<file path="src/logic/rtcia_pkg.sv">
package rtcia_pkg;

   // Register indices; the byte address on the bus is four times the index
   localparam logic [7:0] IDX_CLOCK_CONFIG = 8'hA1;
   localparam logic [7:0] IDX_FRACTION = 8'hA2;
   localparam logic [7:0] IDX_ONE_HZ = 8'hA3;
   localparam logic [7:0] IDX_SIXTY_S = 8'hA4;
   localparam logic [7:0] IDX_HOUR = 8'hA5;
   localparam logic [7:0] IDX_ALARM_INTERVAL = 8'hA6;
   localparam logic [7:0] IDX_IRQ_STATUS = 8'hB0;
   localparam logic [7:0] IDX_IRQ_MASK = 8'hB1;
   localparam logic [7:0] IDX_NOMINAL_TRIM = 8'hF6;
   localparam logic [7:0] IDX_THERMAL_TRIM = 8'hF7;

   localparam int ADDR_W = 12;
   localparam int DATA_W = 32;

   // Clock configuration fields
   localparam int CFG_MIDNIGHT = 7;
   localparam int CFG_DAY_WRAP = 6;
   localparam int CFG_TICK_HI = 5;
   localparam int CFG_TICK_LO = 4;
   localparam int CFG_ONE_SHOT = 3;
   localparam int CFG_ALARM = 2;
   localparam int CFG_INTERVAL_RUN = 1;
   localparam int CFG_CLOCK_RUN = 0;
   localparam logic [7:0] CFG_RESET = 8'h01;
   // Bits cleared by a watchdog or external reset
   localparam logic [7:0] CFG_SOFT_CLEAR = 8'h3E;

   // Interrupt status and mask fields
   localparam int IRQ_MIDNIGHT = 0;
   localparam int IRQ_ALARM = 1;
   localparam int IRQ_W = 2;

   // Tick base encodings
   localparam logic [1:0] TB_FRACTION = 2'h0;
   localparam logic [1:0] TB_SECOND = 2'h1;
   localparam logic [1:0] TB_MINUTE = 2'h2;
   localparam logic [1:0] TB_HOUR = 2'h3;

   // Crystal and counter figures
   localparam int XTAL_HZ = 32768;
   localparam int TICKS_PER_S = 128;
   localparam logic [9:0] XTAL_DIV = 10'(XTAL_HZ / TICKS_PER_S);
   localparam logic [7:0] FRACTION_MAX = 8'h7F;
   localparam logic [7:0] SIXTY_MAX = 8'h3B;
   localparam logic [7:0] HOUR_MAX_24 = 8'h17;
   localparam logic [7:0] HOUR_MAX_256 = 8'hFF;

   typedef struct packed {
      logic xtal_s1;
      logic xtal_s2;
      logic xtal_s3;
      logic srst_s1;
      logic srst_s2;
      logic [9:0] prescale;
      logic [7:0] fraction;
      logic [7:0] one_hz;
      logic [7:0] sixty_s;
      logic [7:0] hour;
      logic [7:0] cfg;
      logic [7:0] interval;
      logic [7:0] nom_trim;
      logic [7:0] therm_trim;
      logic [7:0] iv_count;
      logic iv_done;
      logic [IRQ_W-1:0] irq_status;
      logic [IRQ_W-1:0] irq_mask;
      logic irq;
      logic bg_strobe;
      logic ready;
      logic slverr;
      logic [7:0] rdata;
   } rtcia_state_t;

   localparam rtcia_state_t STATE_RESET = '{
      cfg: CFG_RESET,
      default: '0
   };

endpackage

</file>
<file path="src/logic/rtcia_top.sv">
`timescale 1ns/1ps
module rtcia_top
   import rtcia_pkg::*;
(
   input wire logic sys_clk,
   input wire logic sys_rst,
   input wire logic xtal_in,
   input wire logic soft_rst_in,
   input wire logic psel,
   input wire logic penable,
   input wire logic pwrite,
   input wire logic [ADDR_W-1:0] paddr,
   input wire logic [DATA_W-1:0] pwdata,
   input wire logic [3:0] pstrb,
   output logic [DATA_W-1:0] prdata,
   output logic pready,
   output logic pslverr,
   output logic irq,
   output logic bg_strobe
);

   rtcia_state_t q;
   rtcia_state_t d;

   logic xtal_rise;
   logic run;
   logic tick;
   logic frac_wrap;
   logic sec_wrap;
   logic min_wrap;
   logic hour_wrap;
   logic iv_tick;
   logic alarm_evt;
   logic setup;
   logic access;
   logic wr;
   logic [7:0] idx;
   logic [7:0] wbyte;
   logic [7:0] hour_max;
   logic [9:0] divisor;

   // Register index from a byte address, zero when out of range
   function automatic logic [7:0] addr_index(input logic [ADDR_W-1:0] a);
      addr_index = (a[ADDR_W-1:10] == '0) ? a[9:2] : 8'h00;
   endfunction

   function automatic logic reg_hit(input logic [7:0] i);
      case (i)
         IDX_CLOCK_CONFIG, IDX_FRACTION, IDX_ONE_HZ, IDX_SIXTY_S, IDX_HOUR,
         IDX_ALARM_INTERVAL, IDX_IRQ_STATUS, IDX_IRQ_MASK, IDX_NOMINAL_TRIM,
         IDX_THERMAL_TRIM: reg_hit = 1'b1;
         default: reg_hit = 1'b0;
      endcase
   endfunction

   // Divisor of the last tick of each second, corrected by both trims
   function automatic logic [9:0] trimmed_div(input logic [7:0] nom, input logic [7:0] therm);
      logic signed [10:0] sum;
      sum = 11'(signed'(XTAL_DIV)) - 11'(signed'(nom)) - 11'(signed'(therm));
      trimmed_div = (sum < 11'sd1) ? 10'h001 : sum[9:0];
   endfunction

   always_comb begin
      d = q;
      tick = 1'b0;
      iv_tick = 1'b0;
      alarm_evt = 1'b0;
      // Pin synchronisers
      d.xtal_s1 = xtal_in;
      d.xtal_s2 = q.xtal_s1;
      d.xtal_s3 = q.xtal_s2;
      d.srst_s1 = soft_rst_in;
      d.srst_s2 = q.srst_s1;
      xtal_rise = q.xtal_s2 & ~q.xtal_s3;
      run = q.cfg[CFG_CLOCK_RUN];
      divisor = (q.fraction == FRACTION_MAX) ? trimmed_div(q.nom_trim, q.therm_trim) : XTAL_DIV;

      // Prescaler counts crystal edges only, no power-mode gating
      if (run && xtal_rise) begin
         if (q.prescale + 10'h001 >= divisor) begin
            d.prescale = 10'h000;
            tick = 1'b1;
         end else begin
            d.prescale = q.prescale + 10'h001;
         end
      end

      frac_wrap = tick && (q.fraction == FRACTION_MAX);
      sec_wrap = frac_wrap && (q.one_hz == SIXTY_MAX);
      min_wrap = sec_wrap && (q.sixty_s == SIXTY_MAX);
      hour_max = q.cfg[CFG_DAY_WRAP] ? HOUR_MAX_24 : HOUR_MAX_256;
      hour_wrap = min_wrap && (q.hour == hour_max);

      if (tick) begin
         d.fraction = frac_wrap ? 8'h00 : q.fraction + 8'h01;
      end
      if (frac_wrap) begin
         d.one_hz = sec_wrap ? 8'h00 : q.one_hz + 8'h01;
      end
      if (sec_wrap) begin
         d.sixty_s = min_wrap ? 8'h00 : q.sixty_s + 8'h01;
      end
      if (min_wrap) begin
         d.hour = hour_wrap ? 8'h00 : q.hour + 8'h01;
      end

      // Interval tick source
      case (q.cfg[CFG_TICK_HI:CFG_TICK_LO])
         TB_FRACTION: iv_tick = tick;
         TB_SECOND: iv_tick = frac_wrap;
         TB_MINUTE: iv_tick = sec_wrap;
         TB_HOUR: iv_tick = min_wrap;
         default: iv_tick = 1'b0;
      endcase

      if (!(q.cfg[CFG_INTERVAL_RUN] && run)) begin
         d.iv_count = 8'h00;
         d.iv_done = 1'b0;
      end else if (iv_tick && !q.iv_done) begin
         if (q.iv_count + 8'h01 == q.interval) begin
            alarm_evt = 1'b1;
            d.iv_count = 8'h00;
            d.iv_done = q.cfg[CFG_ONE_SHOT];
         end else begin
            d.iv_count = q.iv_count + 8'h01;
         end
      end

      // Background measurement strobe once per second while running
      d.bg_strobe = run && frac_wrap;

      // APB slave, one wait-free access phase answered from registers
      setup = psel && !penable;
      access = psel && penable && q.ready;
      idx = addr_index(paddr);
      wbyte = pwdata[7:0];
      wr = access && pwrite && pstrb[0] && reg_hit(idx);
      d.ready = setup;
      d.slverr = setup && !reg_hit(idx);
      d.rdata = 8'h00;
      if (setup && !pwrite) begin
         case (idx)
            IDX_CLOCK_CONFIG: d.rdata = q.cfg;
            IDX_FRACTION: d.rdata = q.fraction;
            IDX_ONE_HZ: d.rdata = q.one_hz;
            IDX_SIXTY_S: d.rdata = q.sixty_s;
            IDX_HOUR: d.rdata = q.hour;
            IDX_ALARM_INTERVAL: d.rdata = q.interval;
            IDX_IRQ_STATUS: d.rdata = {6'h00, q.irq_status};
            IDX_IRQ_MASK: d.rdata = {6'h00, q.irq_mask};
            IDX_NOMINAL_TRIM: d.rdata = q.nom_trim;
            IDX_THERMAL_TRIM: d.rdata = q.therm_trim;
            default: d.rdata = 8'h00;
         endcase
      end

      if (wr) begin
         case (idx)
            IDX_CLOCK_CONFIG: begin
               d.cfg[CFG_DAY_WRAP:CFG_ONE_SHOT] = wbyte[CFG_DAY_WRAP:CFG_ONE_SHOT];
               d.cfg[CFG_INTERVAL_RUN] = wbyte[CFG_INTERVAL_RUN];
               d.cfg[CFG_CLOCK_RUN] = wbyte[CFG_CLOCK_RUN];
               // Flags are cleared by writing zero, a one leaves them
               d.cfg[CFG_MIDNIGHT] = q.cfg[CFG_MIDNIGHT] & wbyte[CFG_MIDNIGHT];
               d.cfg[CFG_ALARM] = q.cfg[CFG_ALARM] & wbyte[CFG_ALARM];
            end
            IDX_FRACTION: d.fraction = wbyte;
            IDX_ONE_HZ: d.one_hz = wbyte;
            IDX_SIXTY_S: d.sixty_s = wbyte;
            IDX_HOUR: d.hour = wbyte;
            IDX_ALARM_INTERVAL: d.interval = wbyte;
            IDX_IRQ_STATUS: d.irq_status = q.irq_status & ~wbyte[IRQ_W-1:0];
            IDX_IRQ_MASK: d.irq_mask = wbyte[IRQ_W-1:0];
            IDX_NOMINAL_TRIM: d.nom_trim = wbyte;
            IDX_THERMAL_TRIM: d.therm_trim = wbyte;
            default: d.irq_mask = q.irq_mask;
         endcase
      end

      // Stopped clock holds every time register at zero
      if (!run) begin
         d.prescale = 10'h000;
         d.fraction = 8'h00;
         d.one_hz = 8'h00;
         d.sixty_s = 8'h00;
         d.hour = 8'h00;
      end

      // Watchdog or external reset leaves time counters, trims, day wrap and run
      if (q.srst_s2) begin
         d.cfg = q.cfg & ~CFG_SOFT_CLEAR;
         d.interval = 8'h00;
         d.iv_count = 8'h00;
         d.iv_done = 1'b0;
         d.irq_status = '0;
         d.irq_mask = '0;
      end

      // Events win over a clear in the same cycle
      if (hour_wrap) begin
         d.cfg[CFG_MIDNIGHT] = 1'b1;
         d.irq_status[IRQ_MIDNIGHT] = 1'b1;
      end
      if (alarm_evt) begin
         d.cfg[CFG_ALARM] = 1'b1;
         d.irq_status[IRQ_ALARM] = 1'b1;
      end

      d.irq = |(q.irq_status & q.irq_mask);
   end

   always_ff @(posedge sys_clk) begin
      if (sys_rst) begin
         q <= STATE_RESET;
      end else begin
         q <= d;
      end
   end

   assign prdata = {24'h000000, q.rdata};
   assign pready = q.ready;
   assign pslverr = q.slverr;
   assign irq = q.irq;
   assign bg_strobe = q.bg_strobe;
endmodule

</file>
<file path="config.mk">
export PLATFORM = sky130hd
export DESIGN_NAME = rtcia_top
export DESIGN_NICKNAME = d
export VERILOG_FILES = /design/src/logic/rtcia_pkg.sv /design/src/logic/rtcia_top.sv
export SDC_FILE = /design/constraint.sdc
export NUM_CORES = 1
export LEC_CHECK = 0
export ABC_AREA = 1
export BUFFER_PORTS_ARGS = -buffer_cell sky130_fd_sc_hd__buf_2
export CAP_MARGIN = 5
export CORE_MARGIN = 4
export CORE_UTILIZATION = 40
export CTS_CLUSTER_SIZE = 40
export DETAILED_ROUTE_END_ITERATION = 12
export PLACE_DENSITY = 0.65
export SETUP_SLACK_MARGIN = 0.15
export SYNTH_ARGS = -nofsm -noshare
export SYNTH_HDL_FRONTEND = slang
export SYNTH_SLANG_ARGS = --single-unit
</file>
<file path="constraint.sdc">
create_clock -name sys_clk -period 5.6 [get_ports sys_clk]
set_input_delay 0.84 -clock sys_clk [delete_from_list [all_inputs] [get_ports sys_clk]]
set_output_delay 0.84 -clock sys_clk [all_outputs]
set_load 0.03 [all_outputs]
</file>
==> impl_metrics.toml <==
[placed_design]
place_hpwl_mm = 14.3
portBuffers = 37
place_ws_ns = 0.858
place_congestion = 0.948

[clock_network]
worst_skew_pair.late_latency_ns = 0.35
clockRootBuffer = "clkbuf_16"
htree_levels = 3
cts_hold_buffers = 0
clockBufferDepth = 2
cts_setup_buffers = 0
clk_pin_slew_ns = 0.07
cts_tree = "built"
cts_sinks = 104
post_cts_resize_count = 0
cts_made_buffers = 9

[power]
ir_drop_mv = 0.136
pwr_density_cell_nw_per_um2 = 199
p_leak_uw = 0.00316

[synth]
synth_top_area_share_pct = 30.9
ys_types = 54
yosysMostFrequentCell = "nand2_1"
syn_area_um2 = 6740
async_flop_share_pct = 0
synth-seq-area-share_pct = 30.9
synth_common_cells = "190 x nand2_1, 148 x inv_1, 104 x dfxtp_1"
avgSynthCellArea_um2 = 6.81
yosys-top-cells-area = "dfxtp_1 31%, nand2_1 11%, inv_1 8.2%"
synth_top_area_cell = "dfxtp_1"
synth_edf_count = 0
ys_seq_elements = 104
synth_cells = 991
synth_ff_type = "dfxtp_1"
ys_warn_count = 0

[layout]
n_fill_cell = 1740
area_delta_synth_final_pct = 7.66
layout-drive-gt1-share_pct = 8.90
nets = 1106
antenna_cells = 0
utilization_pct = 43.9

[global_routing]
grt_pass1_wl_mm = 29.3
grt_max_degree = 26
grt_pass1_vias = 5533
track_usage_pct = 19.9
antenna_found_initial = 0
gr-total-overflow = 0

[sta]
worst-slew-pin-transition_ns = 1.16
setup_slack_ns = 0.834
rsz0062_at_grt = "no"
fmax_ghz = 0.210
hold_viol_final = 0
fin_worst_skew_ns = 0.00537
fin_tns_setup_ns = 0
fin_crit_ns = 4.77
setup_violations = 0
slew_violations = 0
slew_headroom_pct = 22.0
period_share_pct = 85.1

[setup_path]
start_kind = "flip-flop"
cp.required_ns = 5.90
endpoint_kind = "flip-flop"
arrival_ns = 5.07
reg2regPathDepth = 26
critPathKind = "reg -> reg"
crit_fanout = 17

[floorplanning]
rows = 47
initial_core_util_pct = 40.8
dieArea_um2 = 19000
ios = 91
die_h_um = 138
core_um2 = 16500
die_w_um = 138

[routing]
drcViolationCount = 0
wire_per_inst_um = 15.0
drt_pass1_iterations = 6
ant_nets = 0
vias = 6372
drtIter0Drc = 567
viasPerCell = 5.13
routed_wl_mm = 18.6

[hold_path]
hp-class = "reg -> reg"
holdPathStages = 2

[job]
maxCapViolCount = 0

[status]
status = "finished, final reports clean"
## layout make-up
cell class                      count  area (um2)  area share [%]
Clock buffer                       12         256            3.53
Tap cell                          220         275            3.79
Sequential cell                   104        2080            28.7
Clock inverter                      4        27.5           0.379
Multi-Input combinational cell    708        3830            52.8
Timing Repair Buffer               38         193            2.65
Inverter                          157         594            8.19
## power breakdown
group | leakage (uW) | internal (uW) | total [uW] | switching (uW)
Sequential | 0.000839 | 741 | 743 | 1.38
Clock | 0.000143 | 327 | 617 | 289
Combinational | 0.00218 | 15.7 | 84.8 | 69.1
Total | 0.00316 | 1080 | 1440 | 360
## cells in the final DEF, fill, tap and decap left out, types with 4 or more instances in the layout
master     instances
ha_1              32
clkinv_2           4
o21ai_0           67
xor2_1            24
dfxtp_1          104
a31oi_1            5
nor3_1            18
inv_1            148
nor2_1            93
clkbuf_16          9
conb_1            24
inv_2              4
o21ai_1            8
o22ai_1           23
nand4_1           10
nor4_1             6
a21oi_1           92
buf_2             37
nand3_1           61
nand2_1          190
nor2_4             4
nand2_2            7
## cells by family after synthesis
| logic type | Yosys count | share of synthesized area [%] |
|---|---|---|
| compound gates | 211 | 17.1 |
| xor+xnor | 29 | 4.17 |
| simple gates | 411 | 28.0 |
| other cells | 1 | 0.0556 |
| fa+ha+maj | 33 | 6.23 |
| flops | 104 | 30.9 |
| buf+inv | 202 | 13.6 |
## registers in the layout, summed over array words and instances (netlist names)
name and cells:
irq 1, pready 1, d 3, q 89
pslverr 1, prdata 8, bg_strobe 1
## critical path: stages (launching register included)
cell	delay [ns]
dfxtp_1	0.32
ha_1	0.27
inv_1	0.04
ha_1	0.22
fa_1	0.41
nand3_1	0.09
nand2_1	0.08
a21oi_1	0.14
o21bai_1	0.11
xor2_1	0.18
nand3_1	0.12
nand2_1	0.05
nor2_1	0.26
nand2_1	0.12
ha_1	0.31
nand2_1	0.06
nor2_1	0.12
nand3_1	0.09
nand3_1	0.16
nand2_1	0.27
nor2_4	0.34
nand2_2	0.20
o21ai_2	0.23
nand2_2	0.22
nor2_1	0.15
nand3_1	0.10
nand2_1	0.07
## per-stage QoR
step	hold slack, ns	instances	cell area (um2)	power [uW]
after floorplan	0.388	1014	6830	824
after global placement	0.395	1227	6980	843
after detailed placement	0.396	1227	6980	843
after CTS	0.406	1243	7260	1460
after global routing	0.425	1243	7260	1490
final	0.402	1243	7260	1440
## layer usage
| metal | part of all wire [%] | vias up | GRT usage, % | routed length, um |
|---|---|---|---|---|
| met1 | 48 | 2899 | 29.6 | 9030 |
| met2 | 43 | 208 | 29.8 | 8000 |
| met3 | 7.1 | 20 | 2.92 | 1320 |
| li1 | - | 3245 | - | - |
| met4 | 1.6 | 0 | 5.76 | 303 |
| met5 | 0 | - | 0 | 0 |
## path summary, 6_finish.rpt
| kind | end | start | slack (ns) |
|---|---|---|---|
| worst max-delay path | q[51] | q[26] | 0.83 |
| worst min-delay path | d[101] | d[102] | 0.40 |
| worst max register to register | q[51] | q[26] | 0.83 |
| worst min register to register | d[101] | d[102] | 0.40 |
(Power assumes the default switching activity.)
